$ cat config.mk
export PLATFORM = sky130hd
export DESIGN_NAME = wsw_core
export DESIGN_NICKNAME = d
export VERILOG_FILES = /design/src/shared/wsw_pkg.sv /design/src/verilog/wsw_core.sv
export SDC_FILE = /design/constraint.sdc
export NUM_CORES = 1
export LEC_CHECK = 0
export BUFFER_PORTS_ARGS = -buffer_cell sky130_fd_sc_hd__buf_2
export CAP_MARGIN = 0
export CELL_PAD_IN_SITES_DETAIL_PLACEMENT = 1
export CELL_PAD_IN_SITES_GLOBAL_PLACEMENT = 2
export CORE_MARGIN = 2
export CORE_UTILIZATION = 38
export DETAILED_ROUTE_END_ITERATION = 7
export GPL_TIMING_DRIVEN = 0
export PLACE_DENSITY = 0.9
export SYNTH_ARGS = -nofsm -noshare
export SYNTH_HDL_FRONTEND = slang
export SYNTH_SLANG_ARGS = --single-unit
$ cat constraint.sdc
create_clock -name sys_clk -period 4.8 [get_ports sys_clk]
set_clock_uncertainty 0.15 [all_clocks]
set_input_delay 0.48 -clock sys_clk [delete_from_list [all_inputs] [get_ports sys_clk]]
set_output_delay 0.48 -clock sys_clk [all_outputs]
set_load 0.05 [all_outputs]
$ cat src/shared/wsw_pkg.sv
// Register map, field positions, reset values and service codes of the watchdog.
// Assumes a 32-bit peripheral bus that presents byte offsets within the block.
package wsw_pkg;

    // Register offsets
    localparam logic [7:0] OFF_CTRL  = 8'h00;
    localparam logic [7:0] OFF_IFLAG = 8'h04;
    localparam logic [7:0] OFF_TO    = 8'h08;
    localparam logic [7:0] OFF_WIN   = 8'h0c;
    localparam logic [7:0] OFF_SVC   = 8'h10;
    localparam logic [7:0] OFF_COUNT = 8'h14;

    // Control and interrupt flag register fields
    localparam int CTRL_WEN        = 0;
    localparam int CTRL_DBG_FREEZE = 1;
    localparam int CTRL_STOP_HALT  = 2;
    localparam int CTRL_CLK_SEL    = 3;
    localparam int CTRL_SOFT_LOCK  = 4;
    localparam int CTRL_HARD_LOCK  = 5;
    localparam int CTRL_IRQ_FIRST  = 6;
    localparam int CTRL_WINDOW     = 7;
    localparam int CTRL_BAD_RESET  = 8;
    localparam int CTRL_KEY        = 9;
    localparam int CTRL_PERM_MSB   = 31;
    localparam int IFLAG_TIMEOUT   = 0;

    // Reset values and writable bits
    localparam logic [31:0] CTRL_RESET = 32'h4000_011b;
    localparam logic [31:0] CTRL_MASK  = 32'hff00_03ff;
    localparam logic [31:0] TO_RESET   = 32'h0000_0500;
    localparam logic [31:0] WIN_RESET  = 32'h0000_0000;
    localparam logic [31:0] TO_MIN     = 32'h0000_0100;
    localparam logic [15:0] KEY_RESET  = 16'h0000;

    // Service and unlock codes
    localparam logic [15:0] SVC_FIRST  = 16'ha602;
    localparam logic [15:0] SVC_SECOND = 16'hb480;
    localparam logic [15:0] UNL_FIRST  = 16'hc520;
    localparam logic [15:0] UNL_SECOND = 16'hd928;

    // Key update: next = key * 17 + 3
    localparam logic [15:0] KEY_MUL = 16'h0011;
    localparam logic [15:0] KEY_ADD = 16'h0003;

    // Bus access size code for a word
    localparam logic [1:0] SIZE_WORD = 2'h2;

endpackage : wsw_pkg

$ cat src/verilog/wsw_core.sv
// Windowed software watchdog: register file, service logic and down counter.
// Assumes counter ticks arrive as one-cycle pulses synchronous to sys_clk,
// and mode inputs are synchronous levels from the mode controller.

module wsw_core
(
    input  wire logic        sys_clk,        // System clock, 40 MHz
    input  wire logic        sys_rst,        // Synchronous reset, active high
    input  wire logic        osc_tick,       // One pulse per slow RC clock period
    input  wire logic        debug_mode,     // Device in debug mode
    input  wire logic        stop_mode,      // Device in stop mode
    input  wire logic        standby_mode,   // Device in standby
    input  wire logic        reset_mode_exit,// Pulse on leaving reset mode
    input  wire logic        user_opt_wen,   // User option bit 31
    input  wire logic        bus_req,        // Access request, one cycle
    input  wire logic        bus_wr,         // Write when high
    input  wire logic [7:0]  bus_addr,       // Byte offset
    input  wire logic [1:0]  bus_size,       // 0 byte, 1 half, 2 word
    input  wire logic [2:0]  bus_master,     // Requesting master number
    input  wire logic [31:0] bus_wdata,      // Write data
    output logic      [31:0] bus_rdata,      // Read data
    output logic             bus_ack,        // Access done
    output logic             bus_err,        // Access refused
    output logic             wdog_irq,       // Time-out interrupt request
    output logic             wdog_reset_req  // System reset request pulse
);

    logic [31:0] ctrl;
    logic [31:0] timeout_period;
    logic [31:0] window_start;
    logic [31:0] count;
    logic [31:0] readback;
    logic [15:0] svc_key;
    logic        timeout_flag;
    logic        second_armed;
    logic        svc_half;
    logic        unl_half;

    logic        rst_all;
    logic        wen;
    logic        locked;
    logic        run;
    logic        win_open;
    logic        addr_ok;
    logic        perm;
    logic        sel_ctrl;
    logic        sel_iflag;
    logic        sel_to;
    logic        sel_win;
    logic        sel_svc;
    logic        sel_cnt;
    logic [15:0] svc_code;
    logic [15:0] key_expect;
    logic        is_fix_a;
    logic        is_fix_b;
    logic        is_key;
    logic        is_svc_code;
    logic        is_unl;
    logic        svc_bad;
    logic        invalid;
    logic        good_wr;
    logic        svc_wr;
    logic        service_evt;
    logic        enable_evt;
    logic        timeout_evt;
    logic        load_evt;

    function automatic logic [31:0] load_value(input logic [31:0] period);
        load_value = (period < wsw_pkg::TO_MIN) ? wsw_pkg::TO_MIN : period;
    endfunction : load_value

    function automatic logic [15:0] key_next(input logic [15:0] k);
        logic [31:0] prod;
        prod     = k * wsw_pkg::KEY_MUL;
        key_next = prod[15:0] + wsw_pkg::KEY_ADD;
    endfunction : key_next

    function automatic logic perm_bit(input logic [31:0] c, input logic [2:0] m);
        perm_bit = c[wsw_pkg::CTRL_PERM_MSB - int'(m)];
    endfunction : perm_bit

    // Standby restarts the block like a fresh reset
    assign rst_all = sys_rst | standby_mode;

    assign wen    = ctrl[wsw_pkg::CTRL_WEN];
    assign locked = ctrl[wsw_pkg::CTRL_HARD_LOCK] | ctrl[wsw_pkg::CTRL_SOFT_LOCK];

    // Counter clock is the oscillator tick only; select bit has no effect
    assign run = wen
                 & ~(debug_mode & ctrl[wsw_pkg::CTRL_DBG_FREEZE])
                 & ~(stop_mode & ctrl[wsw_pkg::CTRL_STOP_HALT]);

    assign win_open = ~ctrl[wsw_pkg::CTRL_WINDOW] | (count < window_start);

    // Address and access checks
    assign addr_ok   = (bus_addr[1:0] == 2'h0) && (bus_addr <= wsw_pkg::OFF_COUNT);
    assign perm      = perm_bit(ctrl, bus_master);
    assign sel_ctrl  = bus_addr == wsw_pkg::OFF_CTRL;
    assign sel_iflag = bus_addr == wsw_pkg::OFF_IFLAG;
    assign sel_to    = bus_addr == wsw_pkg::OFF_TO;
    assign sel_win   = bus_addr == wsw_pkg::OFF_WIN;
    assign sel_svc   = bus_addr == wsw_pkg::OFF_SVC;
    assign sel_cnt   = bus_addr == wsw_pkg::OFF_COUNT;

    // Service code classification
    assign svc_code    = bus_wdata[15:0];
    assign key_expect  = key_next(svc_key);
    assign is_fix_a    = ~ctrl[wsw_pkg::CTRL_KEY] && (svc_code == wsw_pkg::SVC_FIRST);
    assign is_fix_b    = ~ctrl[wsw_pkg::CTRL_KEY] && (svc_code == wsw_pkg::SVC_SECOND);
    assign is_key      = ctrl[wsw_pkg::CTRL_KEY] && (svc_code == key_expect);
    assign is_svc_code = is_fix_a | is_fix_b | is_key;
    assign is_unl      = (svc_code == wsw_pkg::UNL_FIRST) || (svc_code == wsw_pkg::UNL_SECOND);

    // Wrong codes, or service outside the window, both only while enabled
    assign svc_bad = wen && ((~is_svc_code && ~is_unl) || (is_svc_code && ~win_open));

    always_comb
    begin
        invalid = 1'b0;
        if (bus_req)
        begin
            if (bus_size != wsw_pkg::SIZE_WORD)
                invalid = 1'b1;
            else if (!addr_ok || !perm)
                invalid = 1'b1;
            else if (bus_wr && (sel_ctrl || sel_to || sel_win) && locked)
                invalid = 1'b1;
            else if (bus_wr && sel_cnt)
                invalid = 1'b1;
            else if (bus_wr && sel_svc && svc_bad)
                invalid = 1'b1;
        end
    end

    assign good_wr     = bus_req & bus_wr & ~invalid;
    assign svc_wr      = good_wr & sel_svc;
    assign enable_evt  = good_wr & sel_ctrl & bus_wdata[wsw_pkg::CTRL_WEN] & ~wen;
    assign service_evt = svc_wr & wen & svc_half & (is_fix_b | is_key);
    assign timeout_evt = osc_tick & run & (count == 32'h0000_0000);
    assign load_evt    = enable_evt | service_evt | timeout_evt;

    // Control register
    always_ff @(posedge sys_clk)
    begin
        if (rst_all)
            ctrl <= wsw_pkg::CTRL_RESET;
        else
        begin
            if (good_wr && sel_ctrl)
            begin
                ctrl <= bus_wdata & wsw_pkg::CTRL_MASK;
                ctrl[wsw_pkg::CTRL_HARD_LOCK] <= ctrl[wsw_pkg::CTRL_HARD_LOCK]
                                                 | bus_wdata[wsw_pkg::CTRL_HARD_LOCK];
            end
            if (svc_wr && unl_half && (svc_code == wsw_pkg::UNL_SECOND))
                ctrl[wsw_pkg::CTRL_SOFT_LOCK] <= 1'b0;
            if (reset_mode_exit && !user_opt_wen)
                ctrl[wsw_pkg::CTRL_WEN] <= 1'b0;
        end
    end

    // Time-out and window registers
    always_ff @(posedge sys_clk)
    begin
        if (rst_all)
        begin
            timeout_period <= wsw_pkg::TO_RESET;
            window_start   <= wsw_pkg::WIN_RESET;
        end
        else
        begin
            if (good_wr && sel_to)
                timeout_period <= bus_wdata;
            if (good_wr && sel_win)
                window_start <= bus_wdata;
        end
    end

    // Service pair tracker; unlock codes leave it untouched, no timing limit
    always_ff @(posedge sys_clk)
    begin
        if (rst_all)
        begin
            svc_half <= 1'b0;
            svc_key  <= wsw_pkg::KEY_RESET;
        end
        else if (svc_wr && !is_unl)
        begin
            if (is_key)
            begin
                svc_key  <= key_expect;
                svc_half <= ~svc_half;
            end
            else
                svc_half <= is_fix_a;
        end
    end

    // Unlock pair tracker; service codes leave it untouched
    always_ff @(posedge sys_clk)
    begin
        if (rst_all)
            unl_half <= 1'b0;
        else if (good_wr && sel_svc && !is_svc_code)
            unl_half <= (svc_code == wsw_pkg::UNL_FIRST);
    end

    // Down counter
    always_ff @(posedge sys_clk)
    begin
        if (rst_all)
            count <= wsw_pkg::TO_RESET;
        else if (load_evt)
            count <= load_value(timeout_period);
        else if (osc_tick && run)
            count <= count - 32'h0000_0001;
    end

    // Interrupt flag and second time-out arming; the set beats the clear
    always_ff @(posedge sys_clk)
    begin
        if (rst_all)
        begin
            timeout_flag <= 1'b0;
            second_armed <= 1'b0;
        end
        else
        begin
            if (timeout_evt && ctrl[wsw_pkg::CTRL_IRQ_FIRST] && !second_armed)
            begin
                timeout_flag <= 1'b1;
                second_armed <= 1'b1;
            end
            else
            begin
                if (good_wr && sel_iflag && bus_wdata[wsw_pkg::IFLAG_TIMEOUT])
                    timeout_flag <= 1'b0;
                if (service_evt || !wen)
                    second_armed <= 1'b0;
            end
        end
    end

    assign wdog_irq = timeout_flag;

    // System reset request
    always_ff @(posedge sys_clk)
    begin
        if (rst_all)
            wdog_reset_req <= 1'b0;
        else
            wdog_reset_req <= (timeout_evt
                               && (!ctrl[wsw_pkg::CTRL_IRQ_FIRST] || second_armed))
                              || (invalid && ctrl[wsw_pkg::CTRL_BAD_RESET] && wen);
    end

    // Readback: counter value one system cycle late while disabled, zero while enabled
    always_ff @(posedge sys_clk)
    begin
        if (rst_all)
            readback <= 32'h0000_0000;
        else
            readback <= wen ? 32'h0000_0000 : count;
    end

    // Bus answer, one cycle after the request
    always_ff @(posedge sys_clk)
    begin
        if (rst_all)
        begin
            bus_ack   <= 1'b0;
            bus_err   <= 1'b0;
            bus_rdata <= 32'h0000_0000;
        end
        else
        begin
            bus_ack   <= bus_req & ~invalid;
            bus_err   <= invalid;
            bus_rdata <= 32'h0000_0000;
            if (bus_req && !bus_wr && !invalid)
            begin
                case (bus_addr)
                    wsw_pkg::OFF_CTRL:  bus_rdata <= ctrl;
                    wsw_pkg::OFF_IFLAG: bus_rdata <= {31'h0000_0000, timeout_flag};
                    wsw_pkg::OFF_TO:    bus_rdata <= timeout_period;
                    wsw_pkg::OFF_WIN:   bus_rdata <= window_start;
                    wsw_pkg::OFF_COUNT: bus_rdata <= readback;
                    default:            bus_rdata <= 32'h0000_0000;
                endcase
            end
        end
    end
endmodule : wsw_core
==> impl_metrics.ini <==
[outcome]
outcome = finished, violations left
violated_checks = design-rule violations

[global_routing]
via_count_of_the_first_global_routing_pass = 9953
grt_antenna_before_repair = 0
grt_first_pass_wirelength_um = 58700
overflow = 0
grt_max_degree = 13
grt_use_total_pct = 26.3

[detailed_routing]
met2_length_um = 18200
wirelength_um = 38900
met3RoutedLength_um = 1860
final_antenna_net_count = 0
vias_per_cell = 5.80
wl_per_cell_um = 23.2
drc = 3
drt_pre_antenna_iters = 8
highest_signal_layer = met4
drt-met1-wl_um = 17200
drtIter0Drc = 818
vias = 9722

[min_path]
hp-class = input port to flop
hold_end = window_start[21]
hold_path_startpoint = bus_wdata[21]
hold-path-cell-count = 3

[logic_synthesis]
synthesis.area_sq_um = 10700
synthesis.area_per_instance_sq_um = 9.20
ys_types = 81
post_synth_inst_count = 1165
synthArstFlopShare_pct = 0
synth_top_flop_cell = sky130_fd_sc_hd__dfxtp_1
synth_sequential_area_ratio_pct = 37.5
postSynthRegisterBits = 201
yosysWarnings = 0
synth_enable_flop_cells = 0
syn_nets = 1276

[sta]
tightest_slew_ns = 1.45
hold_violation_count_in_the_final_report = 0
rsz0062_at_grt = true
report.final.slew_viol_count = 0
relSlewSlack_pct = 2.44
achievable-frequency_ghz = 0.210
finalCriticalPeriod_ns = 4.75
final_min_period_over_clock_period_pct = 99.0
setup_viol = 0

[layout]
layout-drive-gt1-share_pct = 16.2
n_antenna_cell = 0
final_core_utilization_pct = 45.2
design_area_sq_um = 12600
post_layout_nonfiller_instances = 1675
final_net_count = 1391
syn_to_final_growth_pct = 17.2

[die]
coreArea_sq_um = 27800
die-area_sq_um = 29600
rows = 61
ios = 91
floorplan.initialDensity_pct = 38.6
die_h_um = 172
die_x_extent_um = 172

[critical_path]
worstSetupEndpointType = flop
cp.depth = 13
worstReg2RegEnd = bus_rdata[3]
crit_path_start_kind = flop
crit_slowest_cell = sky130_fd_sc_hd__or4_1
cp_num_buf_inv = 2
setup.worst_path.class = flop to flop
worst_r2r_path_depth = 13
cpLargestDelayFamily = compound AO/OA/AOI/OAI gates
required_ns = 5.03
worstPathArrival_ns = 4.98
timing.reg2reg.setup_slack_ns = 0.05
cp_common_cell = sky130_fd_sc_hd__ha_1
cp_slowest_stage_delay_ns = 0.64
maximum_fanout_count_along_the_critical_path = 10
cp_cell_sequence = ha_1 > ha_1 > buf_2 > a21oi_4 > o221ai_4 > a31o_2 > or2_2 > xnor2_1 > or4_1 > o2111a_1 > a2111o_2 > buf_6 > nor4_2
critical_path.reg2reg.startpoint = svc_key[2]

[clock_tree]
cts_inserted_buffers = 24
clk_pin_slew_ns = 0.06
clock_sinks = 201
cts_htree_levels = 1
clock_latency_late_sink_ns = 0.54
cell_at_the_root_of_the_clock_tree = sky130_fd_sc_hd__clkbuf_16
clock_tree_from_tritoncts = built
cts_hold_repair.buffers = 0
largest_buffer_count_on_any_clock_path = 3

[placement]
place.detailed.instances = 1629
placed_cell_area_sq_um = 11600
detailedPlacementHpwl_um = 28900
portBuffers = 86
globalplace.congestion = 0.884

[power_and_ir_drop]
worst_vdd_ir_mv = 0.221
power_per_cell_area_nw_per_um2 = 302
static-leakage-power_nw = 4.64

[job]
max_cap_viol_count = 0
==> through the flow <==
| stage | hold slack [ns] | setup TNS, ns | total power, mW | setup slack, ns |
|---|---|---|---|---|
| 3_3_place_gp | 0.294 | -2.11 | 1.90 | -0.0894 |
| 6_report | 0.0495 | 0 | 3.79 | 0.0456 |
| 4_1_cts | 0.0324 | 0 | 3.82 | 0.0158 |
| 2_1_floorplan | 0.285 | 0 | 1.81 | 0.860 |
| 5_1_grt | 0.0339 | -0.218 | 3.90 | -0.0541 |
| 3_5_place_dp | 0.310 | -4.63 | 1.91 | -0.177 |
==> cell families after synthesis <==
kind of cell             Yosys count  synth area share (%)
AO/OA/AOI/OAI                    214                  14.4
XOR/XNOR                          64                  6.02
adder cells (fa/ha/maj)           56                  6.61
buffers and inverters            129                  5.11
flip-flops                       201                  37.5
multiplexers                      95                  9.12
AND/OR/NAND/NOR                  406                  21.2
==> power breakdown <==
| group | switching (mW) | total [mW] | internal (mW) |
|---|---|---|---|
| Combinational | 0.137 | 0.196 | 0.0584 |
| Clock | 0.754 | 1.91 | 1.16 |
| Sequential | 0.00588 | 1.68 | 1.67 |
| Total | 0.898 | 3.79 | 2.89 |
==> state kept, by name, indices dropped and copies added, names as in the netlist, 16 cells and up <==
register and count:
bus_rdata 32, count 32, readback 32, timeout_period 32, window_start 32, ctrl 18
svc_key 16
==> final cells by class <==
| class | count | area, sq um |
|---|---|---|
| fillers | 3288 | 15200 |
| multi-input cells | 835 | 6230 |
| flip-flops and latches | 201 | 4030 |
| well taps | 378 | 473 |
| repair buffers | 90 | 460 |
| plain buffers | 80 | 364 |
| clock buffers | 35 | 692 |
| clock inverters | 8 | 129 |
| inverters | 48 | 180 |
==> cells in the mapped netlist (6+ instances only) <==
cell type                  instances  area [sq um]
sky130_fd_sc_hd__nor2_1          112           420
sky130_fd_sc_hd__or4_1             6          45.0
sky130_fd_sc_hd__a21o_1           15           113
sky130_fd_sc_hd__ha_1             55           688
sky130_fd_sc_hd__dfxtp_1         201          4020
sky130_fd_sc_hd__o21ai_0          33           165
sky130_fd_sc_hd__a211oi_1          8          60.1
sky130_fd_sc_hd__or2_2             8          50.1
sky130_fd_sc_hd__and2_1           34           213
sky130_fd_sc_hd__mux2i_1          92           921
sky130_fd_sc_hd__a311oi_1         15           131
sky130_fd_sc_hd__inv_1            48           180
sky130_fd_sc_hd__nand4_1          21           131
sky130_fd_sc_hd__buf_6             6          67.6
sky130_fd_sc_hd__nand2_1          87           327
sky130_fd_sc_hd__nor4_1           22           138
sky130_fd_sc_hd__a21oi_1          58           290
sky130_fd_sc_hd__or3_1             6          37.5
sky130_fd_sc_hd__clkbuf_1         57           214
sky130_fd_sc_hd__buf_2            15          75.1
sky130_fd_sc_hd__a222oi_1         31           310
sky130_fd_sc_hd__xor2_1           14           123
sky130_fd_sc_hd__and3_1            8          50.1
sky130_fd_sc_hd__xnor2_1          44           385
sky130_fd_sc_hd__nor3_1           29           145
sky130_fd_sc_hd__nor4_2           29           363
sky130_fd_sc_hd__nand3_1          13          65.1
==> layout by cell type, fill, tap and decap left out, drive strengths merged, types with 5 or more instances in the layout <==
| master | Yosys | final |
|---|---|---|
| a211oi | 9 | 9 |
| a21o | 15 | 15 |
| a21oi | 59 | 59 |
| a222oi | 31 | 31 |
| a311oi | 16 | 16 |
| a31oi | 5 | 5 |
| and2 | 34 | 34 |
| and3 | 8 | 8 |
| buf | 24 | 114 |
| clkbuf | 57 | 91 |
| dfxtp | 201 | 201 |
| ha | 55 | 55 |
| inv | 48 | 48 |
| mux2i | 92 | 92 |
| nand2 | 88 | 88 |
| nand2b | 5 | 5 |
| nand3 | 13 | 13 |
| nand4 | 21 | 21 |
| nor2 | 112 | 112 |
| nor3 | 30 | 30 |
| nor4 | 52 | 52 |
| o21ai | 35 | 35 |
| or2 | 8 | 8 |
| or3 | 6 | 6 |
| or4 | 8 | 8 |
| xnor2 | 44 | 44 |
| xor2 | 14 | 14 |
==> worst min-delay path, cell delays in order <==
cell and delay, ns:
sky130_fd_sc_hd__buf_2 0.09, sky130_fd_sc_hd__mux2i_1 0.06, sky130_fd_sc_hd__nor2_1 0.07
==> how the worst max path moves through the flow <==
stage                 from                to
6_report        svc_key[2]      bus_rdata[3]
5_1_grt         svc_key[4]      bus_rdata[3]
4_1_cts         svc_key[1]      bus_rdata[5]
3_5_place_dp   bus_addr[7]  window_start[27]
3_3_place_gp   bus_addr[7]  window_start[30]
2_1_floorplan   svc_key[2]     bus_rdata[11]
==> metal layers <==
| metal | global-route usage (%) | vias up |
|---|---|---|
| met5 | 0 | - |
| met4 | 10.8 | 0 |
| met3 | 3.82 | 92 |
| met2 | 43.8 | 305 |
| met1 | 34.1 | 4844 |
| li1 | - | 4481 |
==> repair_timing <==
item,CTS,global route
endpoints found under the setup margin,11,55
buffers inserted,0,4
pin swaps,0,2
gates resized for setup,5,8
Note: power is estimated with default switching activity, not from simulation.
